`src/scr_regs.svh`:
```
`ifndef SCR_REGS_SVH
`define SCR_REGS_SVH

// register offsets on the 7-bit frame address
`define SCR_OFS_CTRL1 7'h3C
`define SCR_OFS_CLKCTRL 7'h3D
`define SCR_OFS_UPPER 7'h3E
`define SCR_OFS_LOWER 7'h3F
`define SCR_OFS_STATUS 7'h4F

// reset values
`define SCR_RST_CTRL1 8'h04
`define SCR_RST_CLKCTRL 8'h00
`define SCR_RST_UPPER 8'hA8
`define SCR_RST_LOWER 8'h98

// field positions and implemented-bit masks
`define SCR_CTRL1_EN_BIT 0
`define SCR_CTRL1_FILT_LSB 2
`define SCR_CTRL1_MASK 8'h0D
`define SCR_CLKCTRL_MASK 8'h03
`define SCR_STAT_UPHIT_BIT 0
`define SCR_STAT_LOHIT_BIT 1
`define SCR_STAT_ACTIVE_BIT 2
`define SCR_STAT_TC_LSB 3

// frame layout
`define SCR_FRAME_BITS 5'd16
`define SCR_HDR_BITS 5'd8

// filter shifts for time constants 8, 16, 32
`define SCR_SHIFT_TC8 3'd3
`define SCR_SHIFT_TC16 3'd4
`define SCR_SHIFT_TC32 3'd5

// adaptive thresholds in bits between falling edges
`define SCR_ADAPT_LONG_MIN 4'd2
`define SCR_ADAPT_MID_MIN 4'd4
`define SCR_ADAPT_SHORT_MIN 4'd9
`define SCR_ADAPT_MAX 4'd10

// quantum dividers approximating 80/40/20/10 MHz from sys_clk
`define SCR_QDIV_80 1
`define SCR_QDIV_40 2
`define SCR_QDIV_20 4
`define SCR_QDIV_10 8

`endif

```
`src/scr_pkg.sv`:
```
package scr_pkg;

  typedef logic [7:0] scr_byte_t;

  typedef enum logic [1:0] {
    SCR_TC8 = 2'b00,
    SCR_TC16 = 2'b01,
    SCR_TC32 = 2'b10,
    SCR_TCADAPT = 2'b11
  } scr_filt_e;

  typedef enum logic [1:0] {
    SCR_CLK80 = 2'b00,
    SCR_CLK40 = 2'b01,
    SCR_CLK20 = 2'b10,
    SCR_CLK10 = 2'b11
  } scr_clk_e;

  typedef enum logic [1:0] {
    SCR_SPI_IDLE = 2'b00,
    SCR_SPI_HDR = 2'b01,
    SCR_SPI_DATA = 2'b11,
    SCR_SPI_ERR = 2'b10
  } scr_spi_e;

endpackage

```
`src/scr_cdr_regs.sv`:
```
`timescale 1ns/1ps
`include "scr_regs.svh"


module scr_cdr_regs #(
  parameter int unsigned QDIV_80 = `SCR_QDIV_80,
  parameter int unsigned QDIV_40 = `SCR_QDIV_40,
  parameter int unsigned QDIV_20 = `SCR_QDIV_20,
  parameter int unsigned QDIV_10 = `SCR_QDIV_10,
  parameter int unsigned QCNT_W = 12
) (
  input wire logic sys_clk,
  input wire logic arst_n,
  input wire logic spiCsN,
  input wire logic spiClk,
  input wire logic spiDi,
  output logic spiDo,
  output logic spiDoEn,
  input wire logic softResetReq,
  input wire logic restartReq,
  input wire logic canRx,
  input wire scr_pkg::scr_byte_t bitTimeNominal,
  output logic recoveryEnable,
  output scr_pkg::scr_byte_t recoveredBitTime,
  output logic recoveredValid,
  output logic [1:0] activeTimeConst
);

  if (QDIV_80 < 1 || QDIV_40 < QDIV_80 || QDIV_20 < QDIV_40 || QDIV_10 < QDIV_20 ||
      QDIV_10 > 255) begin : g_divCheck
    $error("quantum dividers must be ascending and within 1 to 255");
  end
  if (QCNT_W < 9 || QCNT_W > 16) begin : g_cntCheck
    $error("quantum counter width must be 9 to 16");
  end

  logic enable_q;
  logic [1:0] filtSel_q;
  logic [1:0] clkSel_q;
  scr_pkg::scr_byte_t upper_q;
  scr_pkg::scr_byte_t lower_q;
  logic upHit_q;
  logic loHit_q;
  logic [1:0] tcCode_q;

  logic hdrValid;
  logic [6:0] hdrAddr;
  logic hdrMode;
  logic frameValid;
  logic [6:0] frameAddr;
  logic frameMode;
  scr_pkg::scr_byte_t frameData;
  scr_pkg::scr_byte_t rdData;

  logic wrCtrl1;
  logic wrClk;
  logic wrUpper;
  logic wrLower;
  logic clrStatus;

  logic [7:0] divCnt_q;
  logic [7:0] divMax;
  logic qTick;
  logic rxPrev_q;
  logic fallEdge;
  logic [QCNT_W-1:0] qCnt_q;
  logic seenEdge_q;
  logic [3:0] bitsApart;
  scr_pkg::scr_byte_t sample;
  logic [2:0] shiftSel;
  logic [1:0] tcCode;
  logic sampleOk;
  logic [15:0] acc_q;
  logic [16:0] diff;
  logic [16:0] step;
  logic [15:0] accNext;
  scr_pkg::scr_byte_t estimate;
  logic estReady_q;
  logic clampUp;
  logic clampLo;

  // read mux with zero for unmapped addresses
  function automatic scr_pkg::scr_byte_t readMux(input logic [6:0] addr,
                                                 input logic en,
                                                 input logic [1:0] filt,
                                                 input logic [1:0] clk,
                                                 input scr_pkg::scr_byte_t up,
                                                 input scr_pkg::scr_byte_t lo,
                                                 input logic [4:0] stat);
    scr_pkg::scr_byte_t v;
    v = 8'h00;
    case (addr)
      `SCR_OFS_CTRL1: begin
        v[`SCR_CTRL1_EN_BIT] = en;
        v[`SCR_CTRL1_FILT_LSB +: 2] = filt;
      end
      `SCR_OFS_CLKCTRL: begin
        v[1:0] = clk;
      end
      `SCR_OFS_UPPER: begin
        v = up;
      end
      `SCR_OFS_LOWER: begin
        v = lo;
      end
      `SCR_OFS_STATUS: begin
        v[4:0] = stat;
      end
      default: begin
        v = 8'h00;
      end
    endcase
    return v;
  endfunction

  function automatic logic [7:0] quantumDiv(input logic [1:0] sel);
    logic [7:0] d;
    d = 8'h01;
    case (scr_pkg::scr_clk_e'(sel))
      scr_pkg::SCR_CLK80: begin
        d = 8'(QDIV_80);
      end
      scr_pkg::SCR_CLK40: begin
        d = 8'(QDIV_40);
      end
      scr_pkg::SCR_CLK20: begin
        d = 8'(QDIV_20);
      end
      scr_pkg::SCR_CLK10: begin
        d = 8'(QDIV_10);
      end
      default: begin
        d = 8'h01;
      end
    endcase
    return d;
  endfunction

  // rounded count of nominal bits in a quantum count
  function automatic logic [3:0] roundBits(input logic [QCNT_W-1:0] cnt,
                                           input scr_pkg::scr_byte_t nom);
    logic [QCNT_W:0] q;
    q = '0;
    if (nom != 8'h00) begin
      q = ({1'b0, cnt} + {{(QCNT_W-7){1'b0}}, nom[7:1]}) / {{(QCNT_W-7){1'b0}}, nom};
    end
    if (q > (QCNT_W+1)'(15)) begin
      q = (QCNT_W+1)'(15);
    end
    return q[3:0];
  endfunction

  assign wrCtrl1 = frameValid & frameMode & (frameAddr == `SCR_OFS_CTRL1);
  assign wrClk = frameValid & frameMode & (frameAddr == `SCR_OFS_CLKCTRL);
  assign wrUpper = frameValid & frameMode & (frameAddr == `SCR_OFS_UPPER);
  assign wrLower = frameValid & frameMode & (frameAddr == `SCR_OFS_LOWER);
  // clear access on the status byte
  assign clrStatus = frameValid & frameMode & (frameAddr == `SCR_OFS_STATUS);

  assign rdData = readMux(hdrAddr, enable_q, filtSel_q, clkSel_q, upper_q, lower_q,
                          {tcCode_q, enable_q, loHit_q, upHit_q});

  scr_spi_frame u_frame (
    .sys_clk(sys_clk),
    .arst_n(arst_n),
    .spiCsN(spiCsN),
    .spiClk(spiClk),
    .spiDi(spiDi),
    .spiDo(spiDo),
    .spiDoEn(spiDoEn),
    .rdData(rdData),
    .hdrValid(hdrValid),
    .hdrAddr(hdrAddr),
    .hdrMode(hdrMode),
    .frameValid(frameValid),
    .frameAddr(frameAddr),
    .frameMode(frameMode),
    .frameData(frameData)
  );

  always_ff @(posedge sys_clk or negedge arst_n) begin
    if (!arst_n) begin
      enable_q <= 1'((`SCR_RST_CTRL1 >> `SCR_CTRL1_EN_BIT) & 8'h01);
      filtSel_q <= 2'((`SCR_RST_CTRL1 >> `SCR_CTRL1_FILT_LSB) & 8'h03);
    end else if (softResetReq) begin
      enable_q <= 1'((`SCR_RST_CTRL1 >> `SCR_CTRL1_EN_BIT) & 8'h01);
      filtSel_q <= 2'((`SCR_RST_CTRL1 >> `SCR_CTRL1_FILT_LSB) & 8'h03);
    end else if (restartReq) begin
      enable_q <= 1'b0;
    end else if (wrCtrl1) begin
      enable_q <= frameData[`SCR_CTRL1_EN_BIT];
      filtSel_q <= frameData[`SCR_CTRL1_FILT_LSB +: 2];
    end
  end

  always_ff @(posedge sys_clk or negedge arst_n) begin
    if (!arst_n) begin
      clkSel_q <= 2'(`SCR_RST_CLKCTRL & `SCR_CLKCTRL_MASK);
    end else if (softResetReq) begin
      clkSel_q <= 2'(`SCR_RST_CLKCTRL & `SCR_CLKCTRL_MASK);
    end else if (wrClk) begin
      clkSel_q <= frameData[1:0];
    end
  end

  always_ff @(posedge sys_clk or negedge arst_n) begin
    if (!arst_n) begin
      upper_q <= `SCR_RST_UPPER;
      lower_q <= `SCR_RST_LOWER;
    end else if (softResetReq) begin
      upper_q <= `SCR_RST_UPPER;
      lower_q <= `SCR_RST_LOWER;
    end else begin
      if (wrUpper) begin
        upper_q <= frameData;
      end
      if (wrLower) begin
        lower_q <= frameData;
      end
    end
  end

  assign divMax = quantumDiv(clkSel_q);
  assign qTick = enable_q && (divCnt_q >= divMax - 8'h01);

  always_ff @(posedge sys_clk or negedge arst_n) begin
    if (!arst_n) begin
      divCnt_q <= 8'h00;
    end else if (!enable_q || qTick) begin
      divCnt_q <= 8'h00;
    end else begin
      divCnt_q <= divCnt_q + 8'h01;
    end
  end

  assign fallEdge = rxPrev_q & ~canRx;

  // edge spacing counted only while enabled
  always_ff @(posedge sys_clk or negedge arst_n) begin
    if (!arst_n) begin
      rxPrev_q <= 1'b1;
      qCnt_q <= '0;
      seenEdge_q <= 1'b0;
    end else begin
      rxPrev_q <= canRx;
      if (!enable_q) begin
        qCnt_q <= '0;
        seenEdge_q <= 1'b0;
      end else if (fallEdge) begin
        // tick of the edge cycle counts, so spacing is not one short
        qCnt_q <= {{(QCNT_W-1){1'b0}}, qTick};
        seenEdge_q <= 1'b1;
      end else if (qTick && qCnt_q != '1) begin
        qCnt_q <= qCnt_q + 1'b1;
      end
    end
  end

  assign bitsApart = roundBits(qCnt_q, bitTimeNominal);
  assign sampleOk = enable_q && fallEdge && seenEdge_q && qCnt_q != '1 &&
                    bitsApart != 4'd0 && bitsApart <= `SCR_ADAPT_MAX;

  always_comb begin
    logic [QCNT_W-1:0] per;
    per = '0;
    if (bitsApart != 4'd0) begin
      per = qCnt_q / {{(QCNT_W-4){1'b0}}, bitsApart};
    end
    sample = (per > QCNT_W'(255)) ? 8'hFF : per[7:0];
  end

  // adaptive time constant from edge spacing
  always_comb begin
    tcCode = filtSel_q;
    if (scr_pkg::scr_filt_e'(filtSel_q) == scr_pkg::SCR_TCADAPT) begin
      if (bitsApart >= `SCR_ADAPT_SHORT_MIN) begin
        tcCode = scr_pkg::SCR_TC8;
      end else if (bitsApart >= `SCR_ADAPT_MID_MIN) begin
        tcCode = scr_pkg::SCR_TC16;
      end else begin
        tcCode = scr_pkg::SCR_TC32;
      end
    end
    case (scr_pkg::scr_filt_e'(tcCode))
      scr_pkg::SCR_TC8: begin
        shiftSel = `SCR_SHIFT_TC8;
      end
      scr_pkg::SCR_TC16: begin
        shiftSel = `SCR_SHIFT_TC16;
      end
      default: begin
        shiftSel = `SCR_SHIFT_TC32;
      end
    endcase
  end

  assign diff = {1'b0, sample, 8'h00} - {1'b0, acc_q};
  assign step = 17'($signed(diff) >>> shiftSel);
  assign accNext = 16'({1'b0, acc_q} + step);
  assign estimate = accNext[15:8];
  assign clampUp = estimate > upper_q;
  assign clampLo = estimate < lower_q;

  always_ff @(posedge sys_clk or negedge arst_n) begin
    if (!arst_n) begin
      acc_q <= 16'h0000;
      tcCode_q <= 2'b00;
    end else if (!enable_q) begin
      acc_q <= {bitTimeNominal, 8'h00};
    end else if (sampleOk) begin
      if (clampUp) begin
        acc_q <= {upper_q, 8'h00};
      end else if (clampLo) begin
        acc_q <= {lower_q, 8'h00};
      end else begin
        acc_q <= accNext;
      end
      tcCode_q <= tcCode;
    end
  end

  always_ff @(posedge sys_clk or negedge arst_n) begin
    if (!arst_n) begin
      recoveredBitTime <= 8'h00;
      recoveredValid <= 1'b0;
      estReady_q <= 1'b0;
    end else begin
      recoveredValid <= 1'b0;
      if (!enable_q) begin
        estReady_q <= 1'b0;
      end else if (sampleOk) begin
        estReady_q <= 1'b1;
        recoveredValid <= 1'b1;
        recoveredBitTime <= clampUp ? upper_q : (clampLo ? lower_q : estimate);
      end
    end
  end

  // flags held until cleared, set wins over clear
  always_ff @(posedge sys_clk or negedge arst_n) begin
    if (!arst_n) begin
      upHit_q <= 1'b0;
      loHit_q <= 1'b0;
    end else if (softResetReq) begin
      upHit_q <= 1'b0;
      loHit_q <= 1'b0;
    end else begin
      if (sampleOk && clampUp) begin
        upHit_q <= 1'b1;
      end else if (clrStatus) begin
        upHit_q <= 1'b0;
      end
      if (sampleOk && clampLo) begin
        loHit_q <= 1'b1;
      end else if (clrStatus) begin
        loHit_q <= 1'b0;
      end
    end
  end

  always_ff @(posedge sys_clk or negedge arst_n) begin
    if (!arst_n) begin
      recoveryEnable <= 1'b0;
      activeTimeConst <= 2'b00;
    end else begin
      recoveryEnable <= enable_q;
      activeTimeConst <= tcCode_q;
    end
  end

endmodule

```
`src/scr_spi_frame.sv`:
```
`timescale 1ns/1ps
`include "scr_regs.svh"

module scr_spi_frame (
  input wire logic sys_clk,
  input wire logic arst_n,
  input wire logic spiCsN,
  input wire logic spiClk,
  input wire logic spiDi,
  output logic spiDo,
  output logic spiDoEn,
  input wire scr_pkg::scr_byte_t rdData,
  output logic hdrValid,
  output logic [6:0] hdrAddr,
  output logic hdrMode,
  output logic frameValid,
  output logic [6:0] frameAddr,
  output logic frameMode,
  output scr_pkg::scr_byte_t frameData
);

  scr_pkg::scr_spi_e state_q;
  logic clkPrev_q;
  logic csPrev_q;
  logic [4:0] bitCnt_q;
  logic [15:0] inShift_q;
  logic [7:0] outShift_q;
  logic loadPend_q;
  logic rise;
  logic fall;
  logic csRise;
  logic [7:0] hdrByte;

  assign rise = spiClk & ~clkPrev_q;
  assign fall = ~spiClk & clkPrev_q;
  assign csRise = spiCsN & ~csPrev_q;
  assign hdrByte = {spiDi, inShift_q[15:9]};

  always_ff @(posedge sys_clk or negedge arst_n) begin
    if (!arst_n) begin
      clkPrev_q <= 1'b0;
      csPrev_q <= 1'b1;
    end else begin
      clkPrev_q <= spiClk;
      csPrev_q <= spiCsN;
    end
  end

  always_ff @(posedge sys_clk or negedge arst_n) begin
    if (!arst_n) begin
      state_q <= scr_pkg::SCR_SPI_IDLE;
      bitCnt_q <= 5'd0;
      inShift_q <= 16'h0000;
    end else if (spiCsN) begin
      state_q <= scr_pkg::SCR_SPI_IDLE;
      bitCnt_q <= 5'd0;
    end else begin
      case (state_q)
        scr_pkg::SCR_SPI_IDLE: begin
          state_q <= scr_pkg::SCR_SPI_HDR;
          bitCnt_q <= 5'd0;
        end
        scr_pkg::SCR_SPI_HDR: begin
          if (rise) begin
            inShift_q <= {spiDi, inShift_q[15:1]};
            bitCnt_q <= bitCnt_q + 5'd1;
            if (bitCnt_q == `SCR_HDR_BITS - 5'd1) begin
              state_q <= scr_pkg::SCR_SPI_DATA;
            end
          end
        end
        scr_pkg::SCR_SPI_DATA: begin
          if (rise) begin
            inShift_q <= {spiDi, inShift_q[15:1]};
            if (bitCnt_q == `SCR_FRAME_BITS) begin
              state_q <= scr_pkg::SCR_SPI_ERR;
            end else begin
              bitCnt_q <= bitCnt_q + 5'd1;
            end
          end
        end
        default: begin
          state_q <= scr_pkg::SCR_SPI_ERR;
        end
      endcase
    end
  end

  always_ff @(posedge sys_clk or negedge arst_n) begin
    if (!arst_n) begin
      hdrValid <= 1'b0;
      hdrAddr <= 7'h00;
      hdrMode <= 1'b0;
    end else begin
      hdrValid <= 1'b0;
      if (!spiCsN && state_q == scr_pkg::SCR_SPI_HDR && rise &&
          bitCnt_q == `SCR_HDR_BITS - 5'd1) begin
        hdrValid <= 1'b1;
        hdrAddr <= hdrByte[6:0];
        hdrMode <= hdrByte[7];
      end
    end
  end

  // data byte on frame bits 8 to 15
  always_ff @(posedge sys_clk or negedge arst_n) begin
    if (!arst_n) begin
      frameValid <= 1'b0;
      frameAddr <= 7'h00;
      frameMode <= 1'b0;
      frameData <= 8'h00;
    end else begin
      frameValid <= 1'b0;
      if (csRise && state_q == scr_pkg::SCR_SPI_DATA && bitCnt_q == `SCR_FRAME_BITS) begin
        frameValid <= 1'b1;
        frameAddr <= hdrAddr;
        frameMode <= hdrMode;
        frameData <= inShift_q[15:8];
      end
    end
  end

  // read byte shifted out lsb first
  always_ff @(posedge sys_clk or negedge arst_n) begin
    if (!arst_n) begin
      loadPend_q <= 1'b0;
      outShift_q <= 8'h00;
      spiDo <= 1'b0;
      spiDoEn <= 1'b0;
    end else begin
      spiDoEn <= ~spiCsN;
      loadPend_q <= hdrValid;
      if (spiCsN) begin
        spiDo <= 1'b0;
        outShift_q <= 8'h00;
      end else if (loadPend_q) begin
        outShift_q <= rdData;
      end else if (fall && state_q == scr_pkg::SCR_SPI_DATA) begin
        spiDo <= outShift_q[0];
        outShift_q <= {1'b0, outShift_q[7:1]};
      end
    end
  end

endmodule

```
`config.mk`:
```
export PLATFORM = sky130hd
export DESIGN_NAME = scr_cdr_regs
export DESIGN_NICKNAME = d
export VERILOG_FILES = /design/src/scr_pkg.sv /design/src/scr_cdr_regs.sv /design/src/scr_spi_frame.sv
export VERILOG_INCLUDE_DIRS = /design/src /design/src/src
export SDC_FILE = /design/constraint.sdc
export NUM_CORES = 1
export LEC_CHECK = 0
export BUFFER_PORTS_ARGS = -buffer_cell sky130_fd_sc_hd__buf_2
export CORE_MARGIN = 2
export CORE_UTILIZATION = 38
export CTS_CLUSTER_SIZE = 24
export DETAILED_ROUTE_END_ITERATION = 6
export PLACE_DENSITY = 0.6
export SYNTH_ARGS = -nofsm -noshare
export SYNTH_HDL_FRONTEND = slang
export SYNTH_SLANG_ARGS = --single-unit
```
`constraint.sdc`:
```
create_clock -name sys_clk -period 43.9 [get_ports sys_clk]
set_input_delay 0 -clock sys_clk [delete_from_list [all_inputs] [get_ports sys_clk]]
set_output_delay 0 -clock sys_clk [all_outputs]
set_load 0.005 [all_outputs]
```
==> results.json, run 1 <==
{
  "cap_violations": 0,
  "drtIter0Drc": 841,
  "die_h_um": 201,
  "crit_slowest_cell": "or4_4",
  "drt_wl_total_um": 44400,
  "hold_violations": 0,
  "place_inst": 2410,
  "wl_per_cell_um": 17.4,
  "yosysTopAreaCellShare_pct": 20.4,
  "grtUsageMet3_pct": 2.06,
  "num_rows": 72,
  "worst_hold_slack_ps": 203,
  "finalWeightedCongestion": 0.904,
  "synth_common_cells": "196 x nor2_1, 177 x ha_1, 157 x nand2_1, 121 x a21oi_1, 120 x dfrtp_1",
  "vias_per_cell": 5.65,
  "cpMostUsedCell": "o21a_1",
  "startpoint_type": "flip-flop",
  "grt.total_usage_pct": 20.2,
  "clock-sinks": 129,
  "synth_area_per_cell_um2": 8.13,
  "layout.nets": 2215,
  "cp_max_fo": 7,
  "critPathCaptureType": "flip-flop",
  "root_buffer": "clkbuf_16",
  "yosysMostFrequentCell": "nor2_1",
  "grt_use_met2_pct": 35.2,
  "worstPathRequired_ps": 44190,
  "finalSetupViolations": 0,
  "synth-seq-cells": 129,
  "drc": 0,
  "vias": 14400,
  "drt.antenna.violating_nets": 0,
  "antenna_found_initial": 0,
  "synth_top_area_cell": "dfrtp_1",
  "synth_xor_area_share_pct": 5.54,
  "num_antenna_cells": 0,
  "area_growth_pct": 29.0,
  "fmax_mhz": 23.5,
  "grt.busiest_layer": "met2",
  "grt_max_degree": 85,
  "drive_gt1_share_pct": 28.2,
  "io-pin-count": 30,
  "tightest_slew_ps": 1090,
  "netlist_area_um2": 14700,
  "grt_pass1_wl_um": 67400,
  "port_buffers": 29,
  "synth_top_family_by_area": "compound AO/OA/AOI/OAI gates",
  "arrival_ps": 42800,
  "synthMuxAreaShare_pct": 7.77,
  "yosys.area_share.simple_pct": 20.6,
  "cts_buffers": 17,
  "grt.overflow.total": 0,
  "path_class": "reg2reg",
  "core_um2": 38400,
  "dr.pass1.iters": 5,
  "ctsLongestPathBuffers": 2,
  "syn-instance-count": 1807,
  "max_slew_margin_pct": 26.8,
  "ys_types": 100,
  "slew_viol_final": 0,
  "synthTopCellsByArea": "dfrtp_1 20%, ha_1 15%, nor2_1 5.0%, a21oi_1 4.1%, nand2_1 4.0%",
  "clk_latency_ps": 420,
  "async_reset_ff_share_pct": 100,
  "hold_path_class": "in2async",
  "yosys.area_share.adder_pct": 15.3,
  "start_util_pct": 38.3,
  "dieArea_um2": 40200,
  "die_x_um": 201,
  "use_met1_pct": 26.1,
  "synth_ff_type": "dfrtp_1",
  "final_cells": 2551,
  "ys_warn_count": 0,
  "cp_slowest_stage_delay_ps": 480,
  "rsz0062_at_grt": "true",
  "fin_crit_ps": 42510,
  "dpl.hpwl_um": 32100,
  "clk_pin_slew_ps": 60,
  "synth-compound-area-share_pct": 24.8,
  "grt_pass1_vias": 13400,
  "period_share_pct": 96.8,
  "synth_edf_count": 0,
  "clock_skew_ps": 8.26,
  "cts_tree": "built",
  "yosysSeqAreaShare_pct": 22.1,
  "htreeDepth": 4,
  "outcome": "finished, final reports clean"
}
[area by class of cell]
cell class | count | area, µm²
fillers | 3617 | 19400
well taps | 518 | 648
repair buffers | 241 | 1810
flip-flops and latches | 129 | 3240
inverters | 89 | 337
multi-input cells | 1542 | 12300
clock inverters | 13 | 173
clock buffers | 19 | 433
[through the flow]
step | setup TNS, ps | util [%] | setup slack, ps | area (µm²)
2_1_floorplan | 0 | - | 3.77 | 14800
3_3_place_gp | -9040 | 42.1 | -492 | 16200
3_5_place_dp | -37080 | 42.1 | -1590 | 16200
4_1_cts | 0 | 44.6 | 48.8 | 17100
5_1_grt | -16150 | 49.4 | -803 | 19000
6_report | 0 | 49.4 | 1390 | 19000
[layer usage]
metal / wire, µm / part of all wire [%] / vias up
met5: 0 / 0 / -
met4: 1060 / 2.4 / 0
li1: - / - / 7075
met2: 21900 / 49 / 338
met3: 1690 / 3.8 / 78
met1: 19700 / 44 / 6930
[worst paths after layout]
| path | start | endpoint | slack, ps | cells past startpoint |
|---|---|---|---|---|
| min in group sys_clk | spiClk | u_frame.clkPrev_q$_DFF_PN0_ | 240 | 2 |
| min | arst_n | u_frame.spiDoEn$_DFF_PN0_ | 200 | 2 |
| max in group asynchronous | arst_n | lower_q[7]$_DFFE_PN1P_ | 42580 | 3 |
| max | qCnt_q[0]$_DFFE_PN0P_ | acc_q[13]$_DFFE_PN0P_ | 1390 | 239 |
| min reg2reg | u_frame.hdrValid$_DFF_PN0_ | u_frame.loadPend_q$_DFF_PN0_ | 350 | 0 |
| max reg2reg | qCnt_q[0]$_DFFE_PN0P_ | acc_q[13]$_DFFE_PN0P_ | 1390 | 239 |
[cells by family after synthesis]
family	Yosys count
muxes	106
xor gates and xnor gates	93
AOI/OAI and AO/OA	522
DFF	129
buffers and inverters	143
other	1
adders and majority gates	179
and+or+nand+nor	634
[cells in the final DEF, fill, tap and decap left out, types with 32 or more instances in the layout]
| cell type | n |
|---|---|
| a21o_1 | 47 |
| a21oi_1 | 77 |
| a21oi_2 | 36 |
| buf_4 | 194 |
| dfrtp_1 | 120 |
| ha_1 | 148 |
| inv_1 | 82 |
| mux2_2 | 42 |
| mux2i_1 | 45 |
| nand2_1 | 149 |
| nand2b_1 | 33 |
| nand3_1 | 32 |
| nor2_1 | 174 |
| nor3_1 | 59 |
| o21a_1 | 50 |
| o21ai_0 | 70 |
| xnor2_1 | 54 |
[registers in the layout, summed over array words and instances, names as in the netlist, 7 cells and up]
signal,flops
acc_q,16
qCnt_q,12
divCnt_q,8
lower_q,8
recoveredBitTime,8
u_frame.frameData,8
u_frame.inShift_q,8
u_frame.outShift_q,8
upper_q,8
u_frame.frameAddr,7
u_frame.hdrAddr,7
[worst max-delay path: cells and delay by family (launching register included)]
kind / cells / cell delay, ps
xor gates and xnor gates: 2 / 250
DFF: 1 / 370
adders and majority gates: 30 / 8650
muxes: 8 / 2240
buffers and inverters: 14 / 1820
and+or+nand+nor: 66 / 10040
AOI/OAI and AO/OA: 119 / 18980
[repair_timing]
action | CTS | global route
hold buffers | 7 | 0
pin swaps | 16 | 184
buffers inserted | 12 | 87
endpoints found under the setup margin | 26 | 26
gates cloned | 1 | 3
hold endpoints to repair | 103 | 0
resized for setup | 41 | 250
Power of run 1 is left out: the tool's default activity adds up to more than one toggle a clock period on the data nets, which glitch-free logic cannot reach.
==> run 2: changes to the inputs <==
--- a/config.mk
+++ b/config.mk
@@ -8,10 +8,10 @@
 export LEC_CHECK = 0
 export BUFFER_PORTS_ARGS = -buffer_cell sky130_fd_sc_hd__buf_2
 export CORE_MARGIN = 2
-export CORE_UTILIZATION = 38
+export CORE_UTILIZATION = 35
 export CTS_CLUSTER_SIZE = 24
 export DETAILED_ROUTE_END_ITERATION = 6
-export PLACE_DENSITY = 0.6
+export PLACE_DENSITY = 0.56
 export SYNTH_ARGS = -nofsm -noshare
 export SYNTH_HDL_FRONTEND = slang
 export SYNTH_SLANG_ARGS = --single-unit
==> results.json, run 2 (synthesized netlist as in run 1, its figures left out) <==
{
  "hold_path_class": "in2async",
  "finalWeightedCongestion": 0.924,
  "port_buffers": 29,
  "dieArea_um2": 43600,
  "antenna_found_initial": 0,
  "r2r-start": "qCnt_q[0]$_DFFE_PN0P_",
  "path_class": "reg2reg",
  "io-pin-count": 30,
  "dr.pass1.iters": 5,
  "die_h_um": 209,
  "setup_ws_ps": 1160,
  "period_share_pct": 97.4,
  "crit_end": "acc_q[8]$_DFFE_PN0P_",
  "rr_endpoint": "acc_q[8]$_DFFE_PN0P_",
  "drt.antenna.violating_nets": 0,
  "cts_buffers": 17,
  "grt.overflow.total": 0,
  "reg2regPathDepth": 238,
  "drtIter0Drc": 912,
  "grt.total_usage_pct": 19.3,
  "crit_buf_inv": 10,
  "r2r_slack_ps": 1160,
  "arrival_ps": 43030,
  "num_antenna_cells": 0,
  "layout.nets": 2241,
  "crit_path_start": "qCnt_q[0]$_DFFE_PN0P_",
  "startpoint_type": "flip-flop",
  "num_rows": 75,
  "cap_violations": 0,
  "hold_violations": 0,
  "die_x_um": 209,
  "htreeDepth": 4,
  "placed_area_um2": 16100,
  "vias_per_cell": 5.53,
  "clock_skew_ps": 10.7,
  "clk_latency_ps": 420,
  "wl_per_cell_um": 17.1,
  "drc": 0,
  "clock-sinks": 129,
  "final_area_um2": 19300,
  "root_buffer": "clkbuf_16",
  "grt_pass1_vias": 13800,
  "clk_pin_slew_ps": 60,
  "fin_util_pct": 46.2,
  "cp_max_fo": 8,
  "drive_gt1_share_pct": 30.4,
  "dpl.hpwl_um": 32200,
  "finalSetupViolations": 0,
  "fmax_mhz": 23.4,
  "layout_commonest_cell": "buf_4",
  "fin_crit_ps": 42740,
  "slew_viol_final": 0,
  "tightest_slew_ps": 1090,
  "ctsLongestPathBuffers": 2,
  "grt_max_degree": 80,
  "drt_wl_total_um": 44400,
  "largest_register_ffs": 16,
  "crit_slowest_cell": "a2111oi_4",
  "grt_pass1_wl_um": 69700,
  "mostFrequentLayoutCells": "224 x buf_4, 171 x nor2_1, 152 x ha_1, 148 x nand2_1, 120 x dfrtp_1",
  "cp_slowest_stage_delay_ps": 440,
  "max_slew_margin_pct": 27.0,
  "path_delay_family": "compound AO/OA/AOI/OAI gates",
  "top_regs": "acc_q: 16 flops, qCnt_q: 12 flops",
  "crit_cells": 238,
  "largest-register": "acc_q",
  "worstPathRequired_ps": 44190,
  "area_growth_pct": 31.1,
  "start_util_pct": 35.3,
  "core_um2": 41700,
  "num-fill-cells": 4033,
  "vias": 14400,
  "rsz0062_at_grt": "true",
  "outcome": "finished, final reports clean",
  "critPathCaptureType": "flip-flop",
  "cpMostUsedCell": "o21a_1",
  "cts_tree": "built",
  "dp_slack_ps": -1950
}
## run 2: changes by cell type in the layout (fill, tap and decap cells not counted), moves of 5 or more
cell,delta
buf_4,+30
o21ai_1,+8
a21oi_1,-8
o21ai_0,-14
o21ai_2,+5
## run 2: timing repair
action	4_1_cts	5_1_grt
hold endpoints to repair	93	0
gates resized for setup	55	282
pin swaps	26	188
cloned	1	2
setup endpoints to repair	26	26
hold buffers	7	0
setup buffers	31	100
## run 2: how the worst min path moves through the flow
stage / slack (ps) / startpoint / cells after the start / end
after global routing: 250 / arst_n / 2 / u_frame.bitCnt_q[4]$_DFFE_PN0P_
after floorplan: -300 / arst_n / 0 / acc_q[0]$_DFFE_PN0P_
final: 180 / arst_n / 2 / u_frame.bitCnt_q[4]$_DFFE_PN0P_
after CTS: 200 / arst_n / 2 / u_frame.bitCnt_q[4]$_DFFE_PN0P_
after detailed placement: 80 / arst_n / 1 / u_frame.bitCnt_q[4]$_DFFE_PN0P_
after global placement: 90 / arst_n / 1 / u_frame.bitCnt_q[4]$_DFFE_PN0P_
## run 2: final cells by class
type / count / area (µm²) / share of cell area [%]
Clock buffer: 19 / 443 / 2.30
Clock inverter: 13 / 150 / 0.779
Inverter: 89 / 337 / 1.75
Multi-Input combinational cell: 1540 / 12400 / 64.5
Sequential cell: 129 / 3240 / 16.8
Tap cell: 539 / 674 / 3.50
Timing Repair Buffer: 269 / 2000 / 10.4
## run 2: through the flow
| stage | std cells | hold WS, ps | setup TNS (ps) |
|---|---|---|---|
| after floorplan | 1810 | -296 | 0 |
| after global placement | 2425 | 93.8 | -24320 |
| after detailed placement | 2425 | 79.2 | -45800 |
| after CTS | 2496 | 198 | 0 |
| after global routing | 2598 | 248 | -23050 |
| final | 2598 | 180 | 0 |
## run 2: layer usage
metal  routed length, µm  GRT usage (%)
met1               20200           25.3
met5                   0              0
met4                1010           5.76
met2               22000           33.6
met3                1200           1.73
Power of run 2 is left out for the same reason.
